===== src/shared/acdp_pkg.sv =====
// Shared constants and types for the accumulator ALU datapath
package acdp_pkg;
  // ----------------------------------------
  // Widths and timing
  // ----------------------------------------
  localparam int DW = 8;
  localparam int PCW = 12;
  localparam int PGW = 4;
  localparam int PDW = 15;
  localparam int ICYCLE_CLKS = 4;
  localparam int STK_DEPTH = 8;
  localparam int SPW = $clog2(STK_DEPTH);
  localparam int MEM_DEPTH = 192;
  localparam int RAW = 2;
  // ----------------------------------------
  // Fixed addresses, offsets and values
  // ----------------------------------------
  localparam logic [DW-1:0] PC_LOW_ADDR = 8'h02;
  localparam logic [RAW-1:0] REG_WREG = 2'h0;
  localparam logic [RAW-1:0] REG_FLAGS = 2'h1;
  localparam logic [RAW-1:0] REG_PC_LOW = 2'h2;
  localparam logic [RAW-1:0] REG_TBLH = 2'h3;
  localparam logic [DW-1:0] WREG_RST = 8'h00;
  localparam logic [PCW-1:0] PC_RST = 12'h000;
  localparam logic [PCW-1:0] PC_STEP = 12'h001;
  localparam logic [PCW-1:0] PC_SKIP = 12'h002;
  localparam logic [PGW-1:0] LAST_PAGE = 4'hF;
  localparam logic [3:0] BCD_MAX = 4'h9;
  localparam logic [DW:0] BCD_LO_FIX = 9'h006;
  localparam logic [DW:0] BCD_HI_FIX = 9'h060;
  localparam logic [DW-1:0] BYTE_ONE = 8'h01;
  localparam logic [DW-1:0] BYTE_ZERO = 8'h00;
  localparam logic [DW-1:0] BYTE_ONES = 8'hFF;
  // ----------------------------------------
  // Types
  // ----------------------------------------
  typedef enum logic [5:0] {
    OP_NOP, OP_MOVAM, OP_MOVMA, OP_ADD, OP_ADC, OP_SUB, OP_SBC, OP_BCD_FIX,
    OP_AND, OP_OR, OP_XOR, OP_INVERT, OP_INC, OP_DEC, OP_RR, OP_RRC, OP_RL,
    OP_RLC, OP_SWAP, OP_CLR, OP_SET, OP_BCLR, OP_BSET, OP_JMP, OP_CALL,
    OP_RET, OP_RETA, OP_RETI, OP_SZ, OP_SZA, OP_SZB, OP_SNZB, OP_SIZ,
    OP_SDZ, OP_TABRDC, OP_TABRDL
  } acdp_op_t;
  typedef enum logic [1:0] {ST_FETCH, ST_EXEC, ST_EXTRA} acdp_state_t;
  typedef struct packed {
    acdp_op_t op;
    logic to_mem;
    logic use_imm;
    logic [DW-1:0] addr;
    logic [DW-1:0] imm;
    logic [2:0] bit_sel;
    logic [PCW-1:0] target;
  } acdp_instr_t;
  typedef struct packed {
    logic rng;
    logic z;
    logic hc;
    logic c;
  } acdp_flags_t;
  localparam acdp_flags_t FLAGS_RST = 4'h0;
  typedef struct packed {
    logic wr;
    logic rd;
    logic [RAW-1:0] addr;
    logic [DW-1:0] wdata;
  } acdp_bus_t;
endpackage


===== src/core/acdp_phase.sv =====
// Instruction-cycle phase counter
`timescale 1ns/1ps
`default_nettype none
module acdp_phase
  import acdp_pkg::*;
#(
  parameter int CLKS = ICYCLE_CLKS
) (
  input wire logic i_core_clk,
  input wire logic i_resetn,
  input wire logic i_ce,
  output logic [$clog2(CLKS)-1:0] o_phase,
  output logic o_last
);
  localparam int PW = $clog2(CLKS);
  localparam logic [PW-1:0] LAST = PW'(CLKS - 1);
  typedef struct packed {
    logic [PW-1:0] cnt;
  } acdp_ph_st_t;
  acdp_ph_st_t ph_reg;
  acdp_ph_st_t ph_next;

  always_comb begin
    ph_next = ph_reg;
    if (ph_reg.cnt == LAST) begin
      ph_next.cnt = '0;
    end else begin
      ph_next.cnt = ph_reg.cnt + PW'(1);
    end
  end

  always_ff @(posedge i_core_clk or negedge i_resetn) begin
    if (!i_resetn) begin
      ph_reg <= '0;
    end else if (i_ce) begin
      ph_reg <= ph_next;
    end
  end

  assign o_phase = ph_reg.cnt;
  assign o_last = (ph_reg.cnt == LAST);
endmodule
`default_nettype wire


===== src/core/acdp_core.sv =====
// Accumulator ALU datapath with instruction-cycle sequencing
// Functional notes
// - Every instruction cycle lasts exactly four system clock periods.
// - Ordinary ops take one cycle; jump, call, returns, table reads take two.
// - Writing the program counter low byte jumps there and costs one extra cycle.
// - A skip test costs one cycle, or two when the skip is taken.
// - Moves: memory to working register, working register to memory, immediate in.
// - Carry set when a sum passes 255; carry clear marks a borrow below 0.
// - Add and subtract forms update zero, carry, half-byte carry and signed range.
// - Memory forms of add write the sum back into the addressed location.
// - Subtract memory or immediate, optionally with borrow; memory forms store there.
// - BCD fixup adjusts the working register, stores to memory, touches only carry.
// - AND, OR, XOR write working register or memory and touch only zero.
// - Zero flag set exactly when a logic result is zero.
// - Invert complements a memory byte into memory or working register, zero only.
// - Increment and decrement by one into memory or working register, zero only.
// - Bit set and clear change only the chosen bit 0 to 7.
// - Rotates move one place; through-carry forms pass the leaving bit to carry.
// - Call saves the next address, return resumes there, jump saves nothing.
// - Conditional tests on a byte or bit proceed or skip the next instruction.
// - Table reads fetch program memory words into data memory.
// - Add-with-carry sums memory, working register and carry into working register.
//
// Implementation choices: the register offsets and the plain strobed port.
`timescale 1ns/1ps
`default_nettype none
module acdp_core
  import acdp_pkg::*;
#(
  parameter int DEPTH = MEM_DEPTH
) (
  input wire logic i_core_clk,
  input wire logic i_resetn,
  input wire logic i_ce,
  input wire logic i_instr_valid,
  input wire acdp_instr_t i_instr,
  output logic o_instr_ready,
  output logic o_done,
  output logic [PCW-1:0] o_pc,
  output logic [DW-1:0] o_working_reg,
  output acdp_flags_t o_flags,
  output logic [PCW-1:0] o_prog_addr,
  input wire logic [PDW-1:0] i_prog_data,
  input wire acdp_bus_t i_bus,
  output logic [DW-1:0] o_rd_data
);
  // ----------------------------------------
  // State
  // ----------------------------------------
  typedef struct packed {
    acdp_state_t st;
    acdp_instr_t ins;
    logic [DW-1:0] wreg;
    acdp_flags_t fl;
    logic [PCW-1:0] pc;
    logic [SPW-1:0] sp;
    logic [STK_DEPTH-1:0][PCW-1:0] stk;
    logic [PDW-DW-1:0] tblh;
    logic [PCW-1:0] paddr;
    logic [DW-1:0] rdata;
    logic done;
  } acdp_core_st_t;
  acdp_core_st_t st_reg;
  acdp_core_st_t st_next;
  // Data memory is read combinationally and written on the commit edge, or at the end of the extra cycle for table reads
  logic [DW-1:0] mem [DEPTH];
  logic [1:0] phase;
  logic ph_last;
  acdp_instr_t ins;
  logic [DW-1:0] a;
  logic [DW-1:0] m;
  logic [DW-1:0] b;
  logic [DW-1:0] bx;
  logic [DW-1:0] res;
  logic [DW-1:0] mask;
  logic [DW:0] sum9;
  logic [DW:0] d;
  logic [4:0] lo5;
  logic sub;
  logic cin;
  logic to_mem;
  logic to_wreg;
  logic skip;
  logic xtra;
  logic pc_low_wr;
  logic tab;
  logic commit;
  logic accept;
  logic mem_we;
  logic [DW-1:0] mem_wd;
  acdp_flags_t nfl;

  acdp_phase #(.CLKS(ICYCLE_CLKS)) acdp_phase_inst (
    .i_core_clk(i_core_clk),
    .i_resetn(i_resetn),
    .i_ce(i_ce),
    .o_phase(phase),
    .o_last(ph_last)
  );

  // Instructions are taken only at phase 0 so each spans one full cycle
  assign o_instr_ready = (st_reg.st == ST_FETCH) && (phase == '0);
  assign accept = o_instr_ready && i_instr_valid;
  assign commit = (st_reg.st == ST_EXEC) && ph_last;
  // ----------------------------------------
  // ALU
  // ----------------------------------------
  always_comb begin
    ins = st_reg.ins;
    a = st_reg.wreg;
    m = BYTE_ZERO;
    if (ins.addr == PC_LOW_ADDR) begin
      m = st_reg.pc[DW-1:0];
    end else if (ins.addr < DW'(DEPTH)) begin
      m = mem[ins.addr];
    end
    b = ins.use_imm ? ins.imm : m;
    sub = ins.op inside {OP_SUB, OP_SBC};
    // Borrow is the inverted carry, so a subtract adds the complement
    cin = (ins.op inside {OP_ADC, OP_SBC}) ? st_reg.fl.c : sub;
    bx = sub ? ~b : b;
    sum9 = {1'h0, a} + {1'h0, bx} + {8'h00, cin};
    lo5 = {1'h0, a[3:0]} + {1'h0, bx[3:0]} + {4'h0, cin};
    mask = BYTE_ONE << ins.bit_sel;
    d = {1'h0, a};
    res = m;
    nfl = st_reg.fl;
    to_mem = 1'h0;
    to_wreg = 1'h0;
    skip = 1'h0;
    xtra = 1'h0;
    unique case (ins.op)
      OP_NOP: ;
      OP_MOVAM: begin
        res = b;
        to_wreg = 1'h1;
      end
      OP_MOVMA: begin
        res = a;
        to_mem = 1'h1;
      end
      OP_ADD, OP_ADC, OP_SUB, OP_SBC: begin
        res = sum9[DW-1:0];
        nfl.c = sum9[DW];
        nfl.hc = lo5[4];
        nfl.rng = (a[DW-1] == bx[DW-1]) && (res[DW-1] != a[DW-1]);
        nfl.z = (res == BYTE_ZERO);
        to_mem = ins.to_mem;
      end
      OP_BCD_FIX: begin
        if ((a[3:0] > BCD_MAX) || st_reg.fl.hc) begin
          d = d + BCD_LO_FIX;
        end
        if ((d[7:4] > BCD_MAX) || st_reg.fl.c || d[DW]) begin
          d = d + BCD_HI_FIX;
        end
        res = d[DW-1:0];
        nfl.c = d[DW] || st_reg.fl.c;
        to_mem = 1'h1;
      end
      OP_AND, OP_OR, OP_XOR: begin
        res = (ins.op == OP_AND) ? (a & b) : (ins.op == OP_OR) ? (a | b) : (a ^ b);
        nfl.z = (res == BYTE_ZERO);
        to_mem = ins.to_mem;
      end
      OP_INVERT, OP_INC, OP_DEC: begin
        res = (ins.op == OP_INVERT) ? ~m : (ins.op == OP_INC) ? m + BYTE_ONE : m - BYTE_ONE;
        nfl.z = (res == BYTE_ZERO);
        to_mem = ins.to_mem;
      end
      OP_RR, OP_RRC: begin
        res = {(ins.op == OP_RRC) ? st_reg.fl.c : m[0], m[DW-1:1]};
        if (ins.op == OP_RRC) begin
          nfl.c = m[0];
        end
        to_mem = ins.to_mem;
      end
      OP_RL, OP_RLC: begin
        res = {m[DW-2:0], (ins.op == OP_RLC) ? st_reg.fl.c : m[DW-1]};
        if (ins.op == OP_RLC) begin
          nfl.c = m[DW-1];
        end
        to_mem = ins.to_mem;
      end
      OP_SWAP: begin
        res = {m[3:0], m[DW-1:4]};
        to_mem = ins.to_mem;
      end
      OP_CLR, OP_SET: begin
        res = (ins.op == OP_SET) ? BYTE_ONES : BYTE_ZERO;
        to_mem = 1'h1;
      end
      OP_BCLR, OP_BSET: begin
        res = (ins.op == OP_BSET) ? (m | mask) : (m & ~mask);
        to_mem = 1'h1;
      end
      OP_JMP, OP_CALL, OP_RET, OP_RETI, OP_TABRDC, OP_TABRDL: begin
        xtra = 1'h1;
      end
      OP_RETA: begin
        res = ins.imm;
        to_wreg = 1'h1;
        xtra = 1'h1;
      end
      OP_SZ, OP_SZA: begin
        skip = (m == BYTE_ZERO);
        to_wreg = (ins.op == OP_SZA);
      end
      OP_SZB, OP_SNZB: begin
        skip = (m[ins.bit_sel] == (ins.op == OP_SNZB));
      end
      OP_SIZ, OP_SDZ: begin
        res = (ins.op == OP_SIZ) ? m + BYTE_ONE : m - BYTE_ONE;
        skip = (res == BYTE_ZERO);
        to_mem = ins.to_mem;
      end
      // Codes outside the enum change no flags but load the addressed byte into the working register
      default: ;
    endcase
    // Result forms that do not go to memory land in the working register
    if (!to_mem && !xtra && !skip && (ins.op != OP_NOP) && (ins.op != OP_MOVMA)) begin
      to_wreg = 1'h1;
    end
    if (ins.op inside {OP_SZA, OP_SIZ, OP_SDZ}) begin
      to_wreg = !to_mem;
    end
    if (ins.op inside {OP_SZ, OP_SZB, OP_SNZB}) begin
      to_wreg = 1'h0;
    end
    pc_low_wr = to_mem && (ins.addr == PC_LOW_ADDR);
    xtra = xtra || skip || pc_low_wr;
    tab = ins.op inside {OP_TABRDC, OP_TABRDL};
  end
  // ----------------------------------------
  // Sequencing and bus
  // ----------------------------------------
  always_comb begin
    st_next = st_reg;
    st_next.done = 1'h0;
    if (i_bus.rd) begin
      unique case (i_bus.addr)
        REG_WREG: st_next.rdata = st_reg.wreg;
        REG_FLAGS: st_next.rdata = DW'(st_reg.fl);
        REG_PC_LOW: st_next.rdata = st_reg.pc[DW-1:0];
        REG_TBLH: st_next.rdata = DW'(st_reg.tblh);
      endcase
    end
    // A software write in the commit cycle is dropped even when the instruction leaves that register alone
    if (i_bus.wr && !commit) begin
      if (i_bus.addr == REG_WREG) begin
        st_next.wreg = i_bus.wdata;
      end else if (i_bus.addr == REG_FLAGS) begin
        st_next.fl = i_bus.wdata[$bits(acdp_flags_t)-1:0];
      end
    end
    unique case (st_reg.st)
      ST_FETCH: begin
        if (accept) begin
          st_next.ins = i_instr;
          st_next.st = ST_EXEC;
        end
      end
      ST_EXEC: begin
        if (ph_last) begin
          if (to_wreg) begin
            st_next.wreg = res;
          end
          st_next.fl = nfl;
          st_next.pc = st_reg.pc + (skip ? PC_SKIP : PC_STEP);
          if (pc_low_wr) begin
            st_next.pc[DW-1:0] = res;
          end
          if (ins.op == OP_JMP) begin
            st_next.pc = ins.target;
          end else if (ins.op == OP_CALL) begin
            st_next.stk[st_reg.sp] = st_reg.pc + PC_STEP;
            st_next.sp = st_reg.sp + SPW'(1);
            st_next.pc = ins.target;
          end else if (ins.op inside {OP_RET, OP_RETA, OP_RETI}) begin
            st_next.sp = st_reg.sp - SPW'(1);
            st_next.pc = st_reg.stk[st_reg.sp - SPW'(1)];
          end
          if (tab) begin
            st_next.paddr = {(ins.op == OP_TABRDL) ? LAST_PAGE : st_reg.pc[PCW-1:DW], a};
          end
          st_next.st = xtra ? ST_EXTRA : ST_FETCH;
          st_next.done = !xtra;
        end
      end
      ST_EXTRA: begin
        if (ph_last) begin
          if (tab) begin
            st_next.tblh = i_prog_data[PDW-1:DW];
          end
          st_next.st = ST_FETCH;
          st_next.done = 1'h1;
        end
      end
      default: st_next.st = ST_FETCH;
    endcase
  end

  always_ff @(posedge i_core_clk or negedge i_resetn) begin
    if (!i_resetn) begin
      st_reg <= '0;
      st_reg.st <= ST_FETCH;
      st_reg.wreg <= WREG_RST;
      st_reg.fl <= FLAGS_RST;
      st_reg.pc <= PC_RST;
    end else if (i_ce) begin
      st_reg <= st_next;
    end
  end

  // Table data lands in memory at the end of the second cycle
  assign mem_we = (commit && to_mem && !pc_low_wr) || ((st_reg.st == ST_EXTRA) && ph_last && tab);
  assign mem_wd = commit ? res : i_prog_data[DW-1:0];

  always_ff @(posedge i_core_clk) begin
    if (i_ce && mem_we && (ins.addr < DW'(DEPTH))) begin
      mem[ins.addr] <= mem_wd;
    end
  end

  assign o_done = st_reg.done;
  assign o_pc = st_reg.pc;
  assign o_working_reg = st_reg.wreg;
  assign o_flags = st_reg.fl;
  assign o_prog_addr = st_reg.paddr;
  assign o_rd_data = st_reg.rdata;
endmodule
`default_nettype wire


===== config.mk =====
export PLATFORM = sky130hd
export DESIGN_NAME = acdp_core
export DESIGN_NICKNAME = d
export VERILOG_FILES = /design/src/shared/acdp_pkg.sv /design/src/core/acdp_phase.sv /design/src/core/acdp_core.sv
export SDC_FILE = /design/constraint.sdc
export NUM_CORES = 2
export LEC_CHECK = 0
export BUFFER_PORTS_ARGS = -buffer_cell sky130_fd_sc_hd__buf_4
export CORE_ASPECT_RATIO = 0.6
export CORE_MARGIN = 2
export CORE_UTILIZATION = 30
export DETAILED_ROUTE_END_ITERATION = 10
export PLACE_DENSITY = 0.48
export SETUP_SLACK_MARGIN = 0.2
export SLEW_MARGIN = 10
export SYNTH_ARGS = -nofsm -noshare
export SYNTH_HDL_FRONTEND = slang
export SYNTH_SLANG_ARGS = --single-unit
export TNS_END_PERCENT = 50

===== constraint.sdc =====
create_clock -name i_core_clk -period 24.9 [get_ports i_core_clk]
set_input_delay 6.225 -clock i_core_clk [delete_from_list [all_inputs] [get_ports i_core_clk]]
set_output_delay 6.225 -clock i_core_clk [all_outputs]
set_load 0.01 [all_outputs]

==> results.ini <==
[power_and_ir_drop]
p_per_area_nw_per_um2=120
leakagePower_nw=27.5
peakVddDrop_mv=0.0624

[clocking]
htreeDepth=4
insertion_delay_ns=0.84
clk_pin_slew_worst_paths_ns=0.06
cts_hold_buf=0
clock_sinks=1730
cts.repair.resized=0
postCtsSetupRepairBufs=0
cts_max_path_buffers=4
cts_tree=done
clockRootBuffer=clkbuf_16
cts_inserted_buffers=166

[logic_synthesis]
synth_top_family_by_area=multiplexers
synthFlopType=edfxtp_1
synth_area_sq_um=73700
synth_warnings=0
synth_fp_nets=4661
synthAdderAreaFrac=0.00727
synth_cell_types=104
ys_ff_latch=1730
syn-instance-count=4550
synth_seq_area_share=0.692
async_flop_share=0.112
syn_area_per_cell_sq_um=16.2
synth_edf_count=1536
synth-compound-area-share=0.0658
synthMuxAreaShare=0.140
synth_xor_area_frac=0.00701
synth_simple_gate_area_frac=0.0556

[place]
port_buffers=115
gp_congestion=0.910
hpwl_mm=159

[routing]
drcViolationCount=0
dr.first_iter.drc_count=6163
vias=43500
ant_nets=0
vias_per_cell=5.43
routedWlPerCell_um=30.1
firstDrtPassIters=5
routed_wl_mm=242

[critical_path]
crit_slowest_cell=dfrtp_4
critPathArrivalTime_ns=11.42
cpPeakStageDelay_ns=0.94
critPathMostFrequentCell=a21oi_1
cp-end-kind=flop
path_max_fanout=101
cp-start-kind=flop
path_class=reg -> reg
cp.required_ns=25.34

[die]
rows=140
fp.coreArea_sq_um=243000
dieArea_sq_um=250000
die_y_um=388
io_pins=116
initial_core_util=0.303
dieWidth_um=644

[global_routing]
grt_pass1_vias=41300
grt_pass1_wl_mm=337
gr-total-overflow=0
grt_usage=0.189
grt_max_degree=193
antenna_found_initial=15

[layout]
final_common_cell=edfxtp_1
final_cell_mix=edfxtp_1, mux2i_1, nor2_1, buf_4
nets=4741
largest_register=mem
drive_above_1_share=0.179
ff_latch_area_sq_um=51000
fill_cells=23300
largest_register_ffs=1536
multiInputGateArea_sq_um=20500
fin_util=0.340
area_growth_pct=12.5

[timing]
tns_ns=0
finalHoldViolCount=0
report.final.slew_viol_count=0
fin_skew_ns=0.0616
setup_violations=0
slew_headroom=0.121
worstMarginPinSlew_ns=1.32
period_needed_ns=10.99
min_period_over_period=0.441
rsz0062_at_grt=false
clock.fmax_mhz=91.0
hold_slack_ns=0.478

[run]
cap_violations=0

[outcome]
status=finished, final reports clean

[hold_path]
holdCritPathClass=reg -> reg

worst paths after layout:
path | cells after the start | slack, ns | end | startpoint
max in group asynchronous | 3 | 17.25 | async pin | i_resetn
setup reg to reg | 30 | 13.91 | mem[97][6] | ins[24]
hold / removal | 2 | 0.48 | flop | flop
setup / recovery | 30 | 13.91 | mem[97][6] | ins[24]
hold reg to reg | 2 | 0.48 | flop | flop
min in group asynchronous | 1 | 5.51 | ins[21] | i_resetn
kinds of logic after synthesis:
kind of cell,count (synthesis)
flops,1730
simple gates,903
mux,731
compound gates,703
buf+inv,383
xor+xnor,59
fa+ha+maj,41
per-layer routing:
layer,up-vias,share of wire,wire length (um),GRT usage
met5,-,0.000050,12,0
met4,2,0.015,3680,0.0293
met3,269,0.11,26800,0.0537
met2,2267,0.38,91400,0.238
met1,23000,0.50,120000,0.314
li1,18000,-,-,-
stage by stage:
stage                     cell area (sq um)  worst slack (ns)  total power [mW]  std cells
after CTS                             82900             14.18              9.86       8013
after global placement                77700             14.07              7.35       7727
after floorplan                       73700             10.67              5.95       4550
final                                 82900             13.91              9.91       8019
after detailed placement              77700             14.20              7.34       7728
after global routing                  82900             13.48              10.2       8013
cell usage after synthesis, drive strengths merged, types with 53 or more instances:
library cell  number  share of area
nor2             365          0.019
clkbuf           138         0.0070
a22oi            165          0.017
edfxtp          1536           0.63
nand2            225          0.011
o22ai             53         0.0045
nand3            117         0.0080
buf              197          0.023
mux4             227          0.070
dfrtp            194          0.066
o21ai            129         0.0088
a21oi            132         0.0090
mux2              87          0.013
mux2i            417          0.057
power breakdown:
group          switching (mW)  internal [mW]
clock                    1.12           1.42
sequential              0.161           3.35
combinational            2.64           1.23
total                    3.92           6.00
layout make-up:
cell class,count,share of cell area
Clock inverter,58,0.00747
Sequential cell,1730,0.615
Timing Repair Buffer,247,0.0234
Multi-Input combinational cell,2437,0.247
Tap cell,3266,0.0493
Clock buffer,227,0.0552
Antenna cell,6,0.000181
Inverter,48,0.00220
worst max-delay path, delay by kind of cell (launching register included):
family	cells	cell delay, ns
buf+inv	7	3.85
compound gates	16	3.57
flops	1	0.94
fa+ha+maj	2	0.88
simple gates	2	0.36
xor+xnor	2	0.34
mux	1	0.15
Power figures use the tool's default switching activity.
